==> src/design/npiu_pkg.sv <==
// shared constants of the nested priority interrupt unit
// assumes a 32-bit apb slave with byte addresses on word boundaries
package npiu_pkg;
	localparam int          NUM_SRC    = 6;
	localparam int          NUM_LVL    = 4;
	localparam int          ID_W       = 3;
	localparam int          LVL_W      = 2;
	localparam int          ADDR_W     = 8;
	// source index, which is also the poll order inside a level
	localparam int          SRC_EXT0   = 0;
	localparam int          SRC_CNT0   = 1;
	localparam int          SRC_EXT1   = 2;
	localparam int          SRC_CNT1   = 3;
	localparam int          SRC_UART   = 4;
	localparam int          SRC_CNT2   = 5;
	// register byte offsets
	localparam logic [7:0]  OFS_CTRL   = 8'h00;
	localparam logic [7:0]  OFS_FLAGS  = 8'h04;
	localparam logic [7:0]  OFS_MASK   = 8'h08;
	localparam logic [7:0]  OFS_LVLLO  = 8'h0C;
	localparam logic [7:0]  OFS_LVLHI  = 8'h10;
	localparam logic [7:0]  OFS_SERV   = 8'h14;
	localparam logic [7:0]  OFS_ISTAT  = 8'h18;
	localparam logic [7:0]  OFS_IMASK  = 8'h1C;
	// control register fields
	localparam int          CTL_EDGE0  = 0;
	localparam int          CTL_EDGE1  = 1;
	// flag register fields
	localparam int          FLG_EXT0   = 0;
	localparam int          FLG_CNT0   = 1;
	localparam int          FLG_EXT1   = 2;
	localparam int          FLG_CNT1   = 3;
	localparam int          FLG_RX     = 4;
	localparam int          FLG_TX     = 5;
	localparam int          FLG_C2OV   = 6;
	localparam int          FLG_C2EX   = 7;
	localparam int          FLG_W      = 8;
	// source mask register global bit
	localparam int          MSK_GLOBAL = 7;
	// event status fields
	localparam int          EV_CALL    = 0;
	localparam int          EV_RET     = 1;
	localparam int          EV_W       = 2;
	// reset values
	localparam logic [7:0]  RST_BYTE   = 8'h00;
	localparam logic [1:0]  RST_CTRL   = 2'h0;
	localparam logic [3:0]  RST_SERV   = 4'h0;
	localparam logic [1:0]  RST_EV     = 2'h0;
	localparam logic [2:0]  RST_ID     = 3'h0;
	localparam logic [1:0]  RST_LVL    = 2'h0;
	localparam logic [31:0] RD_ZERO    = 32'h00000000;
endpackage

==> src/design/npiu_arb_if.sv <==
// carrier between the unit top and its priority resolver
// assumes one clock; all signals are combinational views
`timescale 1ns/10ps
interface npiu_arb_if;
	import npiu_pkg::*;
	logic [NUM_SRC-1:0]       active;
	logic [NUM_SRC*LVL_W-1:0] level;
	logic [NUM_LVL-1:0]       in_service;
	logic                     grant_valid;
	logic [ID_W-1:0]          grant_id;
	logic [LVL_W-1:0]         grant_level;
	modport resolver (input active, input level, input in_service,
		output grant_valid, output grant_id, output grant_level);
	modport owner (output active, output level, output in_service,
		input grant_valid, input grant_id, input grant_level);
endinterface

==> src/design/npiu_ext_line.sv <==
// synchroniser and falling edge detector for one external request pin
// assumes the pin is asynchronous to pclk and active low
`timescale 1ns/10ps
module npiu_ext_line (
	input  wire logic pclk,
	input  wire logic presetn,
	input  wire logic line_n,
	output logic      asserted,
	output logic      fall
);
	logic meta_reg;
	logic sync_reg;
	logic prev_reg;

	// pins idle high, so reset to the idle level to avoid a false edge
	always_ff @(posedge pclk or negedge presetn) begin
		if (!presetn) begin
			meta_reg <= 1'b1;
			sync_reg <= 1'b1;
			prev_reg <= 1'b1;
		end else begin
			meta_reg <= line_n;
			sync_reg <= meta_reg;
			prev_reg <= sync_reg;
		end
	end

	assign asserted = ~sync_reg;
	assign fall     = prev_reg & ~sync_reg;
endmodule

==> src/design/npiu_resolver.sv <==
// priority resolver: level first, then fixed poll order
// assumes inputs are already masked samples
`timescale 1ns/10ps
module npiu_resolver (
	npiu_arb_if.resolver arb
);
	import npiu_pkg::*;
	logic             found;
	logic [ID_W-1:0]  best_id;
	logic [LVL_W-1:0] best_lvl;
	logic [LVL_W-1:0] srv_top;
	logic             srv_any;
	logic [LVL_W-1:0] lv;

	// walk sources from the end so the lowest index wins a tie
	always_comb begin
		found    = 1'b0;
		best_id  = RST_ID;
		best_lvl = RST_LVL;
		lv       = RST_LVL;
		for (int i = NUM_SRC - 1; i >= 0; i--) begin
			lv = arb.level[i*LVL_W +: LVL_W];
			if (arb.active[i] && (!found || lv >= best_lvl)) begin
				found    = 1'b1;
				best_id  = ID_W'(i);
				best_lvl = lv;
			end
		end
	end

	// highest level now in service
	always_comb begin
		srv_any = 1'b0;
		srv_top = RST_LVL;
		for (int l = 0; l < NUM_LVL; l++) begin
			if (arb.in_service[l]) begin
				srv_any = 1'b1;
				srv_top = LVL_W'(l);
			end
		end
	end

	// strictly higher level only; level 3 in service blocks all
	assign arb.grant_valid = found && (!srv_any || best_lvl > srv_top);
	assign arb.grant_id    = best_id;
	assign arb.grant_level = best_lvl;
endmodule

==> src/design/npiu_top.sv <==
// nested priority interrupt unit: flags, masks, levels, vector calls, apb
// assumes sample_phase pulses once per machine cycle; core inputs share pclk
`timescale 1ns/10ps

// How it works
// - six request sources: two pins, two counters, serial port, third counter
// - each pin pending flag is level or edge driven by its select bit
// - edge driven pin flag is cleared when its call is issued
// - level driven pin flag follows the pin; source removes it
// - counter zero and one flags set on rollover, cleared on their call
// - serial request is rx or tx done; software clears both
// - software may set or clear every flag like hardware does
// - each source has its own mask bit
// - global mask bit low blocks every source
// - each source gets one of four levels from low and high bits
// - only a strictly higher level pre-empts a running handler
// - a level three handler is never pre-empted
// - among simultaneous requests the higher level wins
// - equal levels resolve by order ext0, cnt0, ext1, cnt1, serial
// - third counter source is last in the poll order
// - flags sampled at sample_phase and polled at the next one
// - call withheld if blocked level, not last cycle, return or mask write
// - a blocked request is not remembered once it goes away
module npiu_top
	import npiu_pkg::*;
(
	input  wire logic                     pclk,
	input  wire logic                     presetn,
	input  wire logic                     psel,
	input  wire logic                     penable,
	input  wire logic                     pwrite,
	input  wire logic [npiu_pkg::ADDR_W-1:0] paddr,
	input  wire logic [31:0]              pwdata,
	output logic      [31:0]              prdata,
	output logic                          pready,
	output logic                          pslverr,
	input  wire logic                     ext_line_zero_n,
	input  wire logic                     ext_line_one_n,
	input  wire logic                     cnt0_rollover,
	input  wire logic                     cnt1_rollover,
	input  wire logic                     uart_rx_set,
	input  wire logic                     uart_tx_set,
	input  wire logic                     cnt2_overflow_set,
	input  wire logic                     cnt2_external_set,
	input  wire logic                     sample_phase,
	input  wire logic                     last_cycle,
	input  wire logic                     return_from_handler,
	input  wire logic                     mask_write_inst,
	output logic                          hw_vector_call,
	output logic      [npiu_pkg::ID_W-1:0]   vector_id,
	output logic      [npiu_pkg::LVL_W-1:0]  vector_level,
	output logic                          irq
);
	import npiu_pkg::*;

	////////////////////////////////////////////////////////////////////////
	// state
	logic [1:0]         counter_control_reg;
	logic [FLG_W-1:0]   flags_reg;
	logic [FLG_W-1:0]   flags_next;
	logic [7:0]         source_mask_reg;
	logic [7:0]         level_low_reg;
	logic [7:0]         level_high_reg;
	logic [NUM_LVL-1:0] in_service_reg;
	logic [NUM_LVL-1:0] in_service_next;
	logic [NUM_SRC-1:0] sample_reg;
	logic               sample_valid_reg;
	logic               call_reg;
	logic [ID_W-1:0]    id_reg;
	logic [LVL_W-1:0]   lvl_reg;
	logic [EV_W-1:0]    ev_status_reg;
	logic [EV_W-1:0]    ev_status_next;
	logic [EV_W-1:0]    ev_mask_reg;

	// carrier to the resolver, declared early since the flag logic reads the grant
	npiu_arb_if arb ();

	////////////////////////////////////////////////////////////////////////
	// apb decode
	logic        acc;
	logic        wr;
	logic        rd;
	logic        hit_ctrl;
	logic        hit_flags;
	logic        hit_mask;
	logic        hit_lvllo;
	logic        hit_lvlhi;
	logic        hit_serv;
	logic        hit_istat;
	logic        hit_imask;
	logic        mapped;
	logic [31:0] rd_mux;

	assign acc       = psel & penable;
	assign wr        = acc & pwrite;
	assign rd        = acc & ~pwrite;
	assign hit_ctrl  = (paddr == OFS_CTRL);
	assign hit_flags = (paddr == OFS_FLAGS);
	assign hit_mask  = (paddr == OFS_MASK);
	assign hit_lvllo = (paddr == OFS_LVLLO);
	assign hit_lvlhi = (paddr == OFS_LVLHI);
	assign hit_serv  = (paddr == OFS_SERV);
	assign hit_istat = (paddr == OFS_ISTAT);
	assign hit_imask = (paddr == OFS_IMASK);
	assign mapped    = hit_ctrl | hit_flags | hit_mask | hit_lvllo | hit_lvlhi
		| hit_serv | hit_istat | hit_imask;

	// zero wait states; unmapped or misaligned addresses answer with an error
	assign pready  = 1'b1;
	assign pslverr = acc & ~mapped;

	assign rd_mux =
		hit_ctrl  ? {30'h00000000, counter_control_reg} :
		hit_flags ? {24'h000000, flags_reg} :
		hit_mask  ? {24'h000000, source_mask_reg} :
		hit_lvllo ? {24'h000000, level_low_reg} :
		hit_lvlhi ? {24'h000000, level_high_reg} :
		hit_serv  ? {28'h0000000, in_service_reg} :
		hit_istat ? {30'h00000000, ev_status_reg} :
		hit_imask ? {30'h00000000, ev_mask_reg} :
		RD_ZERO;
	assign prdata = rd ? rd_mux : RD_ZERO;

	////////////////////////////////////////////////////////////////////////
	// external pins
	// two synchroniser flops and one edge flop: a pin reaches its flag in about three cycles
	logic ext0_low;
	logic ext0_fall;
	logic ext1_low;
	logic ext1_fall;

	npiu_ext_line u_ext0 (
		.pclk     (pclk),
		.presetn  (presetn),
		.line_n   (ext_line_zero_n),
		.asserted (ext0_low),
		.fall     (ext0_fall)
	);

	npiu_ext_line u_ext1 (
		.pclk     (pclk),
		.presetn  (presetn),
		.line_n   (ext_line_one_n),
		.asserted (ext1_low),
		.fall     (ext1_fall)
	);

	////////////////////////////////////////////////////////////////////////
	// request flags
	logic               ext_zero_edge_sel;
	logic               ext_one_edge_sel;
	logic               flag_wr;
	logic               take_call;
	logic [NUM_SRC-1:0] vec_hit;
	logic [FLG_W-1:0]   hw_set;
	logic [FLG_W-1:0]   hw_clr;
	logic [FLG_W-1:0]   base;

	assign ext_zero_edge_sel = counter_control_reg[CTL_EDGE0];
	assign ext_one_edge_sel  = counter_control_reg[CTL_EDGE1];
	assign flag_wr           = wr & hit_flags;

	// one hot of the source being vectored this cycle
	always_comb begin
		vec_hit = '0;
		if (take_call) begin
			vec_hit[arb.grant_id] = 1'b1;
		end
	end

	// edge sets, rollover sets and peripheral done sets
	assign hw_set[FLG_EXT0] = ext_zero_edge_sel & ext0_fall;
	assign hw_set[FLG_CNT0] = cnt0_rollover;
	assign hw_set[FLG_EXT1] = ext_one_edge_sel & ext1_fall;
	assign hw_set[FLG_CNT1] = cnt1_rollover;
	assign hw_set[FLG_RX]   = uart_rx_set;
	assign hw_set[FLG_TX]   = uart_tx_set;
	assign hw_set[FLG_C2OV] = cnt2_overflow_set;
	assign hw_set[FLG_C2EX] = cnt2_external_set;

	// serial and third counter flags are left to software on a call
	assign hw_clr[FLG_EXT0] = ext_zero_edge_sel & vec_hit[SRC_EXT0];
	assign hw_clr[FLG_CNT0] = vec_hit[SRC_CNT0];
	assign hw_clr[FLG_EXT1] = ext_one_edge_sel & vec_hit[SRC_EXT1];
	assign hw_clr[FLG_CNT1] = vec_hit[SRC_CNT1];
	assign hw_clr[FLG_RX]   = 1'b0;
	assign hw_clr[FLG_TX]   = 1'b0;
	assign hw_clr[FLG_C2OV] = 1'b0;
	assign hw_clr[FLG_C2EX] = 1'b0;

	// a software write replaces the value; a hardware set in the same cycle wins
	assign base = flag_wr ? pwdata[FLG_W-1:0] : (flags_reg & ~hw_clr);

	always_comb begin
		flags_next = base | hw_set;
		// level mode: the pin owns the flag, a write lasts one cycle at most
		if (!ext_zero_edge_sel && !flag_wr) begin
			flags_next[FLG_EXT0] = ext0_low;
		end
		if (!ext_one_edge_sel && !flag_wr) begin
			flags_next[FLG_EXT1] = ext1_low;
		end
	end

	////////////////////////////////////////////////////////////////////////
	// source requests, masks and levels
	logic [NUM_SRC-1:0] src_req;
	logic [NUM_SRC-1:0] src_enabled;
	logic               global_mask;

	assign src_req[SRC_EXT0] = flags_reg[FLG_EXT0];
	assign src_req[SRC_CNT0] = flags_reg[FLG_CNT0];
	assign src_req[SRC_EXT1] = flags_reg[FLG_EXT1];
	assign src_req[SRC_CNT1] = flags_reg[FLG_CNT1];
	assign src_req[SRC_UART] = flags_reg[FLG_RX] | flags_reg[FLG_TX];
	assign src_req[SRC_CNT2] = flags_reg[FLG_C2OV] | flags_reg[FLG_C2EX];

	assign global_mask = source_mask_reg[MSK_GLOBAL];
	// masks act at poll time so a mask change applies to held samples too
	assign src_enabled = sample_reg & source_mask_reg[NUM_SRC-1:0]
		& {NUM_SRC{global_mask}};

	assign arb.active     = src_enabled;
	assign arb.in_service = in_service_reg;

	generate
		for (genvar g = 0; g < NUM_SRC; g++) begin : g_lvl
			assign arb.level[g*LVL_W +: LVL_W] = {level_high_reg[g], level_low_reg[g]};
		end
	endgenerate

	npiu_resolver u_resolver (
		.arb (arb)
	);

	////////////////////////////////////////////////////////////////////////
	// poll and vector call
	logic call_allowed;
	logic ret_now;

	// the core holds these levels until the machine cycle boundary
	assign call_allowed = last_cycle & ~return_from_handler & ~mask_write_inst;
	// only fresh samples are polled, nothing older is kept
	assign take_call = sample_phase & sample_valid_reg & arb.grant_valid & call_allowed;
	// a pending return blocks calls, so a return and a call never share an edge
	assign ret_now   = sample_phase & last_cycle & return_from_handler;

	// return drops the highest active level, then a call adds its own
	always_comb begin
		in_service_next = in_service_reg;
		if (ret_now) begin
			for (int l = 0; l < NUM_LVL; l++) begin
				if (in_service_reg[l]) begin
					in_service_next = in_service_reg & ~(NUM_LVL'(1) << l);
				end
			end
		end
		if (take_call) begin
			in_service_next[arb.grant_level] = 1'b1;
		end
	end

	////////////////////////////////////////////////////////////////////////
	// event status, read clears, set wins
	logic [EV_W-1:0] ev_set;

	assign ev_set[EV_CALL] = take_call;
	assign ev_set[EV_RET]  = ret_now;
	assign ev_status_next  = ((rd && hit_istat) ? RST_EV : ev_status_reg) | ev_set;

	////////////////////////////////////////////////////////////////////////
	// registers
	// read-only and unmapped offsets simply drop the write
	always_ff @(posedge pclk or negedge presetn) begin
		if (!presetn) begin
			counter_control_reg <= RST_CTRL;
			source_mask_reg     <= RST_BYTE;
			level_low_reg       <= RST_BYTE;
			level_high_reg      <= RST_BYTE;
			ev_mask_reg         <= RST_EV;
		end else if (wr) begin
			if (hit_ctrl) begin
				counter_control_reg <= pwdata[1:0];
			end
			if (hit_mask) begin
				source_mask_reg <= pwdata[7:0];
			end
			if (hit_lvllo) begin
				level_low_reg <= pwdata[7:0];
			end
			if (hit_lvlhi) begin
				level_high_reg <= pwdata[7:0];
			end
			if (hit_imask) begin
				ev_mask_reg <= pwdata[EV_W-1:0];
			end
		end
	end

	always_ff @(posedge pclk or negedge presetn) begin
		if (!presetn) begin
			flags_reg      <= RST_BYTE;
			in_service_reg <= RST_SERV;
			ev_status_reg  <= RST_EV;
		end else begin
			flags_reg      <= flags_next;
			in_service_reg <= in_service_next;
			ev_status_reg  <= ev_status_next;
		end
	end

	// samples taken at sample_phase are polled at the next one
	always_ff @(posedge pclk or negedge presetn) begin
		if (!presetn) begin
			sample_reg       <= '0;
			sample_valid_reg <= 1'b0;
		end else if (sample_phase) begin
			sample_reg       <= src_req;
			sample_valid_reg <= 1'b1;
		end
	end

	always_ff @(posedge pclk or negedge presetn) begin
		if (!presetn) begin
			call_reg <= 1'b0;
			id_reg   <= RST_ID;
			lvl_reg  <= RST_LVL;
		end else begin
			call_reg <= take_call;
			if (take_call) begin
				id_reg  <= arb.grant_id;
				lvl_reg <= arb.grant_level;
			end
		end
	end

	assign hw_vector_call = call_reg;
	assign vector_id      = id_reg;
	assign vector_level   = lvl_reg;
	assign irq            = |(ev_status_reg & ev_mask_reg);
endmodule

==> config.mk <==
export PLATFORM = sky130hd
export DESIGN_NAME = npiu_top
export DESIGN_NICKNAME = d
export VERILOG_FILES = /design/src/design/npiu_pkg.sv /design/src/design/npiu_arb_if.sv /design/src/design/npiu_ext_line.sv /design/src/design/npiu_resolver.sv /design/src/design/npiu_top.sv
export SDC_FILE = /design/constraint.sdc
export NUM_CORES = 1
export LEC_CHECK = 0
export BUFFER_PORTS_ARGS = -buffer_cell sky130_fd_sc_hd__buf_4
export CAP_MARGIN = 20
export CORE_ASPECT_RATIO = 1.75
export CORE_UTILIZATION = 48
export DETAILED_ROUTE_END_ITERATION = 16
export GPL_TIMING_DRIVEN = 1
export PLACE_DENSITY = 0.79
export SYNTH_ARGS = -nofsm -noshare
export SYNTH_HDL_FRONTEND = slang
export SYNTH_SLANG_ARGS = --single-unit
==> constraint.sdc <==
create_clock -name pclk -period 7.8 [get_ports pclk]
set_input_delay 1.56 -clock pclk [delete_from_list [all_inputs] [get_ports pclk]]
set_output_delay 1.56 -clock pclk [all_outputs]
set_load 0.005 [all_outputs]
[After elaboration in Yosys (flattened, before gate mapping)]
Index checks and enable logic that the tools add are counted.
Word-level totals
  bits in registers: 61
  input port bits: 57
  word-level logic and storage cells: 158
  output and inout bits: 41
Operators by class
  multiplexer cells: 48
  bitwise logic cells: 41
  reduce and logical (&&, ||, !) cells: 33
  equal/unequal tests: 7
  $lt $le $gt $ge: 10
Operators with widths (count)
  $mux 8: 7
  $eq 8x5->1 const B: 4
  $mux 2: 12
  $mux 4: 5
  $and 1x1->1: 18
  $mux 3: 6
  $eq 8x4->1 const B: 2
  $mux 1: 16
  $and 6x6->6: 2
  $logic_and 1x1->1: 11
  $ge 2x2->1: 5
  $reduce_and 2->1: 5
  $logic_not 1->1: 9
  $or 1x1->1: 9
  $and 8x8->8: 1
  $eq 8x3->1 const B: 1
  $logic_not 8->1: 1
  $not 4->8: 1
  $or 8x8->8: 1
  $logic_or 1x1->1: 6
  $not 1->1: 6
  $lt 3x4->1 const B: 1
  $or 4x4->4: 1
  $demux 1 s3: 1
  8 further kinds: 8

[Longest topological paths before layout]
Gate-level depths: netlist of run 1.
  depth after elaboration: 35
  mapped depth: 40
  mapped depth without buffers: 38

[Cells and area by module]
Synthesis of run 1 repeated with hierarchy kept, for this count alone.
Second synthesis, totals
  cell total of the unflattened synthesis: 384
  area, all modules: 3833.7 um^2
By module, submodules not included
  npiu_top: times used 1, area an instance 3035.4 um^2, cells each 290, sequential area each 1376.3 um^2
  npiu_resolver: times used 1, area an instance 620.6 um^2, cells each 84, sequential area each 0.0 um^2
  npiu_ext_line: times used 2, area an instance 88.8 um^2, cells each 5, sequential area each 78.8 um^2

[Worst setup path before layout of run 1]
No wires, ideal clock.
  kind: reg-to-reg
  start point: register source_mask_reg[7]
  end point: register flags_reg[0]
  path buffers: 2
  cell stages (with the launch flop): 39
  library setup time: 0.087 ns
  data required time: 7.713 ns
  arrival: 7.698 ns
  slack: 0.014 ns
  clock period less this slack: 7.786 ns
  cells stage by stage: dfrtp_1 -> clkbuf_1 -> nand3_1 -> nor2_1 -> ha_1 -> nand2b_1 -> a211oi_1 -> o22ai_1 -> and2_1 -> ha_1 -> nand2b_1 -> a211oi_2 -> o21a_1 -> a21o_1 -> ha_1 -> nand2b_1 -> a221oi_1 -> nor2_1 -> (+3 left out) -> nand2b_1 -> a21oi_1 -> a21o_1 -> mux2_2 -> ha_1 -> nand2b_1 -> a21oi_1 -> a21o_1 -> nand2_1 -> o31ai_2 -> ha_1 -> nor2b_1 -> o21ai_0 -> o41ai_1 -> o211ai_1 -> clkbuf_1 -> nor2_1 -> a22oi_1
Between the ends
  longest elaborated chain between the ends: 34
RTL lines
  start, declared: line npiu_top.sv:61  | logic [7:0] source_mask_reg;
  start signal, assigned: line npiu_top.sv:286  | source_mask_reg <= pwdata[7:0];
  $and 6x6->6 (*): line npiu_top.sv:221  | & {NUM_SRC{global_mask}};
  $mux 2 or $mux 1 (tied branches): line npiu_resolver.sv:23  | if (arb.active[i] && (!found || lv >= best_lvl)) begin
  $ge 2x2->1 or $logic_not 1->1 (tied branches): line npiu_resolver.sv:23
  $logic_or 1x1->1: line npiu_resolver.sv:23
  $logic_and 1x1->1: line npiu_resolver.sv:23
  $mux 2 or $mux 1 (tied branches): line npiu_resolver.sv:23
  $ge 2x2->1 or $logic_not 1->1 (tied branches): line npiu_resolver.sv:23
  $logic_or 1x1->1: line npiu_resolver.sv:23
  (+14 left out)
  via arb.grant_level[1]: line npiu_arb_if.sv:11  | logic [LVL_W-1:0] grant_level;
  (+5 left out)
  $mux 4 (*): line npiu_top.sv:166  | if (take_call) begin
  $and 1x1->1 (*): line npiu_top.sv:182  | assign hw_clr[FLG_EXT0] = ext_zero_edge_sel & vec_hit[SRC_EXT0];
  $not 4->8 (*): line npiu_top.sv:192  | assign base = flag_wr ? pwdata[FLG_W-1:0] : (flags_reg & ~hw_clr);
  $and 8x8->8 (*): line npiu_top.sv:192
  $mux 8 (*): line npiu_top.sv:192
  $or 8x8->8 (*): line npiu_top.sv:195  | flags_next = base | hw_set;
  $mux 1 (*): line npiu_top.sv:197  | if (!ext_zero_edge_sel && !flag_wr) begin
  via flags_next[0]: line npiu_top.sv:60  | logic [FLG_W-1:0] flags_next;
  end signal, assigned: line npiu_top.sv:306  | flags_reg <= flags_next;
  end, declared: line npiu_top.sv:59  | logic [FLG_W-1:0] flags_reg;
Mark *: on every way through the listed nets, which the timed path passes. The rest lies on a longest branch.
A chain may end at the register's enable or synchronous reset.

[Worst setup path in the final report of run 1]
  start point: register sample_reg[5]
  end point: register lvl_reg[1], in the netlist vector_level[1]
Between the ends
  longest elaborated chain between the ends: 28
RTL lines
  start, declared: line npiu_top.sv:66  | logic [NUM_SRC-1:0] sample_reg;
  start signal, assigned: line npiu_top.sv:318  | sample_reg <= src_req;
  $and 6x6->6 (*): line npiu_top.sv:220  | assign src_enabled = sample_reg & source_mask_reg[NUM_SRC-1:0]
  $and 6x6->6 (*): line npiu_top.sv:221
  $mux 2 or $mux 1 (tied branches): line npiu_resolver.sv:23
  $ge 2x2->1 or $logic_not 1->1 (tied branches): line npiu_resolver.sv:23
  $logic_or 1x1->1: line npiu_resolver.sv:23
  $logic_and 1x1->1: line npiu_resolver.sv:23
  $mux 2 or $mux 1 (tied branches): line npiu_resolver.sv:23
  $ge 2x2->1 or $logic_not 1->1 (tied branches): line npiu_resolver.sv:23
  (+13 left out)
  $logic_and 1x1->1: line npiu_resolver.sv:23
  $mux 2 (*): line npiu_resolver.sv:23
  via arb.grant_level[1]: line npiu_arb_if.sv:11
  $gt 2x2->1 (*): line npiu_resolver.sv:44  | assign arb.grant_valid = found && (!srv_any || best_lvl > srv_top);
  $logic_or 1x1->1 (*): line npiu_resolver.sv:44
  $logic_and 1x1->1 (*): line npiu_resolver.sv:44
  $and 1x1->1 (*) (2 in a row): line npiu_top.sv:244  | assign take_call = sample_phase & sample_valid_reg & arb.grant_valid & call_allowed;
  via take_call: line npiu_top.sv:153  | logic take_call;
  end signal, assigned: line npiu_top.sv:332  | lvl_reg <= arb.grant_level;
  end, declared: line npiu_top.sv:70  | logic [LVL_W-1:0] lvl_reg;
Marks and branches as above.

==> metrics.cfg, run 1 <==
[timing]
finClkSkew_ns=0.00562
tightest_slew_ns=0.761
finalMaxSlewViolations=0
relSlewSlack_pct=49.2
holdWs_ns=0.353
timing.fmax_mhz=128
fin_ws_ns=0.000510
period_share_pct=100
setup_viol=0
final-hold-violation-count=0
period_minus_slack_ns=7.80

[routing]
wirelength_microns=10300
wl_per_cell_microns=19.8
drt-initial-drc-count=236
via_count=3221
first_pass_iters=9
ant_nets=0
drc=0
via_per_inst=6.18

[die]
die_area_sq_um=8140
start_util_pct=49.6
ioPinCount=98
core_area_sq_um=7510
die_x_microns=68.6
fp-row-count=42
die_h_microns=119

[layout]
nFillCells=585
final_common_cell=buf_4
multiInputGateArea_sq_um=2170
final_cell_mix=buf_4 (74), dfrtp_1 (55), nand2_1 (40)
drive_above_1_share_pct=41.8
nets=497
diodes=0
syn_to_final_growth_pct=28.3
seq_area_sq_um=1530

[clock_tree]
cts_tree=built
numCtsBuffers=9
cts_buffer_depth=2
root_buffer=clkbuf_16
htreeDepth=3
cts.clk_slew.worst_paths_ns=0.05
cts_sinks=61
insertion_delay_ns=0.33

[logic_synthesis]
synth_edf_count=0
async_flop_share_pct=100
ys_types=72
synthCells=353
synth_area_per_cell_sq_um=10.6
synth_area_sq_um=3730
synth_flop_cell=dfrtp_1
ys_ff_latch=61
ys_warn_count=0
ys_seq_area_share_pct=41.2

[critical_path]
crit_top_cell=ha_1
cpPeakStageDelay_ns=0.38
crit_arrival_ns=8.02
critical_path_class=reg2reg
crit_path_top_delay_cell=dfrtp_1
cp_max_fo=5
crit_required_ns=8.02
crit_path_start_kind=flip-flop
critPathCaptureType=flip-flop

[min_path]
hp-class=reg2reg

[global_routing]
antenna_found_initial=0
grt_overflow=0
grt_max_degree=62
grt_pass1_vias=3076
globalRouteTotalUtil_pct=26.2
grt_pass1_wl_microns=15200

[placement]
gp_congestion=0.907
io_buffers=48
dp_hpwl_microns=6910
post-place-ws_ns=-0.278

[job]
maxCapViolations=0

[power_and_ir_drop]
ir_drop_uv=167
power_density_nw_per_um2=165
leakagePower_nw=2.20

[run_status]
status=finished, final reports clean

-- worst max-delay path, delay by kind of cell, from the launching register on --
family	cells	cell delay [ns]
compound gates	17	3.52
fa+ha+maj	6	1.69
buf+inv	3	0.38
flops	1	0.38
mux	2	0.64
simple gates	8	1.07
-- synthesized netlist by cell type (2+ instances only) --
master,count,area share [%]
clkbuf_1,4,0.40
dfstp_2,6,4.2
nand2_1,41,4.1
a21oi_1,14,1.9
buf_2,6,0.81
nand3b_1,4,0.81
a21o_1,5,1.0
o21a_1,2,0.40
o22ai_1,4,0.67
inv_1,10,1.0
a31oi_1,3,0.50
nor2b_1,2,0.34
a222oi_1,4,1.1
nand2b_1,7,1.2
o31ai_1,3,0.60
o21ai_0,8,1.1
or2_2,2,0.34
nor2_1,15,1.5
conb_1,2,0.20
ha_1,12,4.0
o41ai_1,4,0.94
dfrtp_1,55,37
mux2_2,17,5.1
nand3_1,12,1.6
and2_1,3,0.50
mux2_4,16,6.4
a22oi_1,9,1.8
buf_4,25,5.0
a22o_1,2,0.47
nor3b_4,3,1.5
a211oi_1,5,1.0
a311oi_1,2,0.47
mux4_2,2,1.2
nor4b_1,2,0.47
nand4_1,3,0.50
and2_4,2,0.47
a32oi_1,2,0.47
-- metal layers --
| metal | GRT usage [%] | vias up | wire length (microns) |
|---|---|---|---|
| li1 | - | 1407 | - |
| met1 | 28.7 | 1585 | 3600 |
| met2 | 43.4 | 172 | 5630 |
| met3 | 5.02 | 57 | 481 |
| met4 | 17.4 | 0 | 630 |
| met5 | 0 | - | 0 |
-- area by class of cell --
type	instances	share of cell area (%)
clock buffers	13	5.65
clock inverters	3	0.890
inverters	11	0.864
multi-input cells	267	45.5
flip-flops and latches	61	32.1
well taps	88	2.30
repair buffers	78	12.7
-- logic make-up after synthesis --
logic type	synth area share, %
simple gates	16.8
other cells	0.201
buf+inv	8.19
mux	13.4
fa+ha+maj	4.03
compound gates	16.3
flops	41.2
-- through the flow --
step / TNS, ns / cell area [sq um] / std cells / utilization (%) / power [W]
after floorplan: 0 / 3810 / 376 / - / 0.000361
final: 0 / 4780 / 521 / 63.6 / 0.000788
after detailed placement: -2.83 / 4120 / 487 / 54.8 / 0.000379
after global routing: -2.23 / 4780 / 521 / 63.6 / 0.000815
after global placement: -0.109 / 4120 / 487 / 54.8 / 0.000378
after CTS: 0 / 4490 / 506 / 59.8 / 0.000791
-- power breakdown --
group	switching (W)	total [W]	internal, W
Sequential	0.00000471	0.000328	0.000324
Combinational	0.0000269	0.0000486	0.0000217
Clock	0.000138	0.000411	0.000273
-- path summary, 6_finish.rpt --
check                                start                to  slack, ns  depth (start not counted)
min in group asynchronous          presetn  level_low_reg[3]       1.29                          1
hold / removal             u_ext0.meta_reg   u_ext0.sync_reg       0.35                          0
max in group asynchronous          presetn      vector_id[2]       5.99                          1
hold reg to reg            u_ext0.meta_reg   u_ext0.sync_reg       0.35                          0
setup / recovery             sample_reg[5]   vector_level[1]     0.0005                         36
setup reg to reg             sample_reg[5]   vector_level[1]     0.0005                         36
-- what timing repair did --
item,CTS,global route
hold buffers,0,0
cloned,0,0
gates resized for setup,7,30
setup buffers,3,15
pin swaps,6,21
endpoints found under the setup margin,15,15
Power figures use the tool's default switching activity.
==> inputs of run 2 (changes only) <==
Settings changed: CORE_UTILIZATION 48 to 57, CTS_CLUSTER_SIZE from default to 28, PLACE_DENSITY 0.79 to 0.87.
Clock period 7.8 ns to 9.92 ns, I/O delays scaled along.
==> run 2 against run 1 <==
Compared with the run above:
- hold slack gained 0.0044 ns
- sequential share of layout area grew 3.9 points
- flip-flop and latch count is the same
- critical path type unchanged
- die area shrank 15%
- first-iteration DRC count grew 3.0%
- maximum frequency shrank 14%
- worst setup slack gained 0.90 ns
- combinational power shrank 26%
- design area shrank 11%
- via count shrank 6.0%
- non-clock buffer count shrank 27
==> metrics.cfg, run 2 (same netlist as run 1, synthesis figures left out) <==
[power_and_ir_drop]
ir_drop_uv=144  ; -14%
p_int_w=0.000424  ; -31%
power_density_nw_per_um2=128  ; -22%
power.switching_w=0.000121  ; -29%
netSwitchingFraction_pct=22.2  ; +0.59 points
power_frac_seq_pct=47.3  ; +5.6 points
leakagePower_nw=1.94  ; -12%
p_clk_share_pct=46.1  ; -6.0 points
p_comb_share_pct=6.6  ; +0.4 points

[critical_path]
crit_arrival_ns=9.24  ; +1.22 ns
crit_path_top_delay_cell=dfrtp_1
crit_top_cell=ha_1
critPathCaptureType=flip-flop
cp_max_fo=15  ; +10
crit_path_start_kind=flip-flop
critical_path_class=reg2reg
cpPeakStageDelay_ns=0.67  ; +0.29 ns
crit_required_ns=10.14  ; +2.12 ns

[die]
core_area_sq_um=6280  ; -16%
die_x_microns=63.1  ; -8.0%
die_h_microns=109  ; -8.1%
fp-row-count=38  ; -9.5%
ioPinCount=98  ; unchanged
die_area_sq_um=6880  ; -15%
start_util_pct=59.4  ; +9.8 points

[routing]
wirelength_microns=9100  ; -12%
via_count=3028  ; -6.0%
wl_per_cell_microns=18.7  ; -5.6%
first_pass_iters=5  ; -4
ant_nets=0  ; unchanged
drc=0  ; unchanged
drt-initial-drc-count=243  ; +3.0%
via_per_inst=6.23  ; +0.78%

[layout]
fin_util_pct=67.9  ; +4.3 points
nFillCells=501  ; -14%
final_common_cell=dfrtp_1
multiInputGateArea_sq_um=1980  ; -8.9%
nets=470  ; -5.4%
seq_area_sq_um=1530  ; unchanged
syn_to_final_growth_pct=14.4
final_cell_mix=dfrtp_1 (55), buf_4 (51), nand2_1 (41)
drive_above_1_share_pct=32.0  ; -9.8 points
diodes=0  ; unchanged

[clock_tree]
cts_sinks=61  ; unchanged
numCtsBuffers=9  ; unchanged
post_cts_resize_count=0  ; -7
postCtsHoldBufs=0  ; unchanged
cts_tree=built
htreeDepth=3  ; unchanged
cts_buffer_depth=2  ; unchanged
root_buffer=clkbuf_8
cts.clk_slew.worst_paths_ns=0.07  ; +0.02 ns
insertion_delay_ns=0.35  ; +0.02 ns

[timing]
finalMaxSlewViolations=0  ; unchanged
period_share_pct=91.0  ; -9.0 points
relSlewSlack_pct=49.1  ; -0.18 points
tightest_slew_ns=0.764  ; +0.00269 ns
finClkSkew_ns=0.00466  ; -0.000954 ns
setup_tns_ns=0  ; unchanged
period_minus_slack_ns=9.02  ; +1.22 ns
timing.fmax_mhz=111  ; -14%
final-hold-violation-count=0  ; unchanged
setup_viol=0  ; unchanged
grt_setup_unrepaired=false

[min_path]
hp-class=reg2reg

[placement]
gp_congestion=0.907  ; about the same
dp_hpwl_microns=6640  ; -3.9%
io_buffers=48  ; unchanged

[job]
maxCapViolations=0  ; unchanged

[global_routing]
antenna_found_initial=0  ; unchanged
grt_pass1_vias=2936  ; -4.6%
grt_pass1_wl_microns=14400  ; -5.7%
grt_max_degree=62  ; unchanged
grt_overflow=0  ; unchanged
globalRouteTotalUtil_pct=28.4  ; +2.2 points

[run_status]
status=finished, final reports clean

==> run 2: cell count changes in the layout (fill, tap and decap cells not counted), sizes merged <==
cell      before  now
buf           78   51
clkinvlp       1    0
clkbuf        13   12
clkinv         1    2
bufinv         1    2
==> run 2: worst max-delay path, delay by kind of cell, from the launching register on <==
kind / cells / cell delay (ns)
AND/OR/NAND/NOR: 11 / 1.60
multiplexers: 1 / 0.35
adder cells (fa/ha/maj): 6 / 1.63
flip-flops: 1 / 0.67
AO/OA/AOI/OAI: 18 / 4.63
==> run 2: path summary, 6_finish.rpt <==
check	slack, ns	start	depth (start not counted)	end
worst min register to register	0.36	u_ext1.meta_reg	0	u_ext1.sync_reg
max in group asynchronous	7.71	presetn	1	counter_control_reg[0]
min in group asynchronous	1.70	presetn	1	level_high_reg[3]
worst min-delay path	0.36	u_ext1.meta_reg	0	u_ext1.sync_reg
worst max-delay path	0.90	source_mask_reg[7]	36	flags_reg[3]
worst max register to register	0.90	source_mask_reg[7]	36	flags_reg[3]
==> run 2: stage by stage <==
| stage | cell area, sq um | setup WS (ns) | power [W] | hold WS [ns] | std cells |
|---|---|---|---|---|---|
| finish | 4260 | 0.897 | 0.000545 | 0.358 | 486 |
| global route | 4260 | 0.277 | 0.000564 | 0.361 | 486 |
| CTS | 4240 | 0.611 | 0.000546 | 0.359 | 483 |
| detailed placement | 4020 | 0.709 | 0.000298 | 0.349 | 467 |
| global placement | 4020 | 1.09 | 0.000296 | 0.346 | 467 |
| floorplan | 3810 | 2.13 | 0.000284 | 0.345 | 376 |
==> run 2: power by group through the flow <==
stage                     combinational [W]  sequential, W  clock (W)
after floorplan                   0.0000232       0.000261          0
after global placement            0.0000346       0.000262          0
after detailed placement          0.0000359       0.000262          0
after CTS                         0.0000361       0.000258   0.000253
after global routing              0.0000397       0.000258   0.000266
final                             0.0000360       0.000258   0.000251
==> run 2: layer usage <==
layer | global-route usage, % | vias to the layer above | part of all wire [%]
li1 | - | 1352 | -
met1 | 30.3 | 1484 | 36
met2 | 49.2 | 157 | 54
met3 | 4.50 | 35 | 5.6
met4 | 22.4 | 0 | 4.8
met5 | 0 | - | 0
==> run 2: area by class of cell <==
| type | instances | share of cell area, % |
|---|---|---|
| clock buffer | 12 | 3.64 |
| clock inverter | 4 | 1.64 |
| inverter | 11 | 0.968 |
| multi-input combinational | 267 | 46.4 |
| sequential | 61 | 36.0 |
| tap | 80 | 2.35 |
| timing repair buffer | 51 | 8.98 |
==> run 2: what timing repair did <==
action | 4_1_cts | 5_1_grt
endpoints found under the setup margin | 0 | 4
buffers inserted | 0 | 2
endpoints found under the hold margin | 0 | 0
==> inputs of run 3 (changes only) <==
Settings changed: BUFFER_PORTS_ARGS -buffer_cell sky130_fd_sc_hd__buf_4 to -buffer_cell sky130_fd_sc_hd__buf_2.
Clock period 9.92 ns to 10.93 ns, I/O delays scaled along.
==> run 3 against run 2 <==
Compared with the run above:
- sequential power decreased by 9.3%
- largest power group unchanged
- via count fell by 0.86%
- power is 10% lower
- register-to-register slack improved by 0.64 ns
- maximum frequency down 3.9%
- routed wire length shrank 0.71%
- clock power decreased by 9.6%
- highest routed layer unchanged
- non-clock buffer count is 1 lower
- utilization shrank 2.0 points
- sequential share of layout area up 1.1 points
- combinational power decreased by 19%
- count of clock-buffer cells in the layout did not move
==> metrics.cfg, run 3 (same netlist as run 1, synthesis figures left out) <==
[run_status]
status=finished, final reports clean

[placement]
place_inst=468  ; +0.21%
dp_hpwl_microns=6640  ; about the same
place_area_sq_um=3900  ; -2.8%
post-place-ws_ns=1.77  ; +1.06 ns
gp_congestion=0.914  ; +0.77%
io_buffers=48  ; unchanged

[min_path]
whs_path_depth=0  ; unchanged
hold_start=u_ext0.meta_reg
hp-class=reg2reg

[critical_path]
crit_start=source_mask_reg[7]
cp_max_fo=15  ; unchanged
endpoint=arb.in_service[3]
cpPeakStageDelay_ns=0.68  ; about the same
worst_r2r_endpoint=arb.in_service[3]
rrSetupSlack_ns=1.54  ; +0.64 ns
critical_path_class=reg2reg
crit_arrival_ns=9.62  ; +0.38 ns
crit_path_start_kind=flip-flop
worstRegToRegCells=36  ; unchanged
critPathCaptureType=flip-flop
r2r_start=source_mask_reg[7]
crit_required_ns=11.16  ; +1.02 ns
crit_path_top_delay_cell=dfrtp_1
crit_top_cell=ha_1

[die]
ioPinCount=98  ; unchanged
die_x_microns=63.1  ; unchanged
fp-row-count=38  ; unchanged
die_h_microns=109  ; unchanged
die_area_sq_um=6880  ; unchanged
core_area_sq_um=6280  ; unchanged
start_util_pct=59.4  ; unchanged

[timing]
finClkSkew_ns=0.00574  ; +0.00107 ns
setup_tns_ns=0  ; unchanged
relSlewSlack_pct=30.1  ; -19 points
period_minus_slack_ns=9.39  ; +0.367 ns
fin_ws_ns=1.54  ; +0.643 ns
tightest_slew_ns=1.04  ; +0.280 ns
setup_viol=0  ; unchanged
finalMaxSlewViolations=0  ; unchanged
final-hold-violation-count=0  ; unchanged
timing.fmax_mhz=106  ; -3.9%
period_share_pct=85.9  ; -5.0 points
grt_setup_unrepaired=false

[clock_tree]
cts_tree=built
post_cts_resize_count=0  ; unchanged
htreeDepth=3  ; unchanged
root_buffer=clkbuf_8
postCtsHoldBufs=0  ; unchanged
cts_setup_buffers=0  ; unchanged
cts_buffer_depth=2  ; unchanged
numCtsBuffers=9  ; unchanged
insertion_delay_ns=0.34  ; about the same
cts.clk_slew.worst_paths_ns=0.07  ; about the same
cts_sinks=61  ; unchanged

[routing]
first_pass_iters=5  ; unchanged
wirelength_microns=9040  ; -0.71%
drc=0  ; unchanged
wl_per_cell_microns=18.6  ; -0.51%
drt-initial-drc-count=221  ; -9.1%
ant_nets=0  ; unchanged
via_count=3002  ; -0.86%
via_per_inst=6.19  ; -0.65%

[power_and_ir_drop]
leakagePower_nw=1.91  ; -1.5%
power_density_nw_per_um2=118  ; -7.3%
ir_drop_uv=94.8  ; -34%

[global_routing]
globalRouteTotalUtil_pct=28.6  ; +0.23 points
grt_pass1_vias=3028  ; +3.1%
grt_pass1_wl_microns=14600  ; +1.4%
grt_max_degree=62  ; unchanged
antenna_found_initial=0  ; unchanged
grt_overflow=0  ; unchanged

[layout]
drive_above_1_share_pct=31.9  ; -0.17 points
final_area_sq_um=4140  ; -3.0%
diodes=0  ; unchanged
final_cells=485  ; -0.21%
final_common_cell=dfrtp_1
syn_to_final_growth_pct=11.0
fin_util_pct=65.9  ; -2.0 points
final_cell_mix=dfrtp_1 (55), buf_2 (48), nand2_1 (41)
nets=469  ; -0.21%

[job]
maxCapViolations=0  ; unchanged

[run 3: metal layers]
metal	global-route usage (%)	part of all wire [%]
met3	5.75	5.4
met5	0	0
met1	29.5	36
met4	19.8	4.0
met2	51.2	54
[run 3: through the flow]
stage | total power (W) | hold WS [ns]
global route | 0.000507 | 0.363
CTS | 0.000493 | 0.362
floorplan | 0.000258 | 0.345
finish | 0.000490 | 0.359
global placement | 0.000266 | 0.346
detailed placement | 0.000267 | 0.353
[run 3: final cells by class]
type	count	area, sq um
multi-input combinational	267	1980
inverter	11	41.3
timing repair buffer	50	255
clock buffer	12	155
tap	80	100
sequential	61	1530
fill	522	2140
clock inverter	4	70.1
[run 3: how the worst min path moves through the flow]
stage | endpoint | slack, ns
final | u_ext0.sync_reg | 0.36
after CTS | u_ext0.sync_reg | 0.36
after global routing | u_ext0.sync_reg | 0.36
after global placement | u_ext0.sync_reg | 0.35
after detailed placement | u_ext0.sync_reg | 0.35
after floorplan | u_ext0.sync_reg | 0.35
[run 3: critical path: cells and delay by family, from the launching register on]
kind / cells / cell delay, ns
multiplexers: 1 / 0.35
buffers and inverters: 1 / 0.25
AND/OR/NAND/NOR: 11 / 1.68
adder cells (fa/ha/maj): 6 / 1.60
AO/OA/AOI/OAI: 17 / 4.71
flip-flops: 1 / 0.68
[run 3: report_power, final]
group | switching [W] | internal (W) | leakage [nW]
logic | 0.0000180 | 0.0000113 | 1.04
registers | 0.00000349 | 0.000231 | 0.758
clock network | 0.0000867 | 0.000140 | 0.116
total | 0.000108 | 0.000382 | 1.91
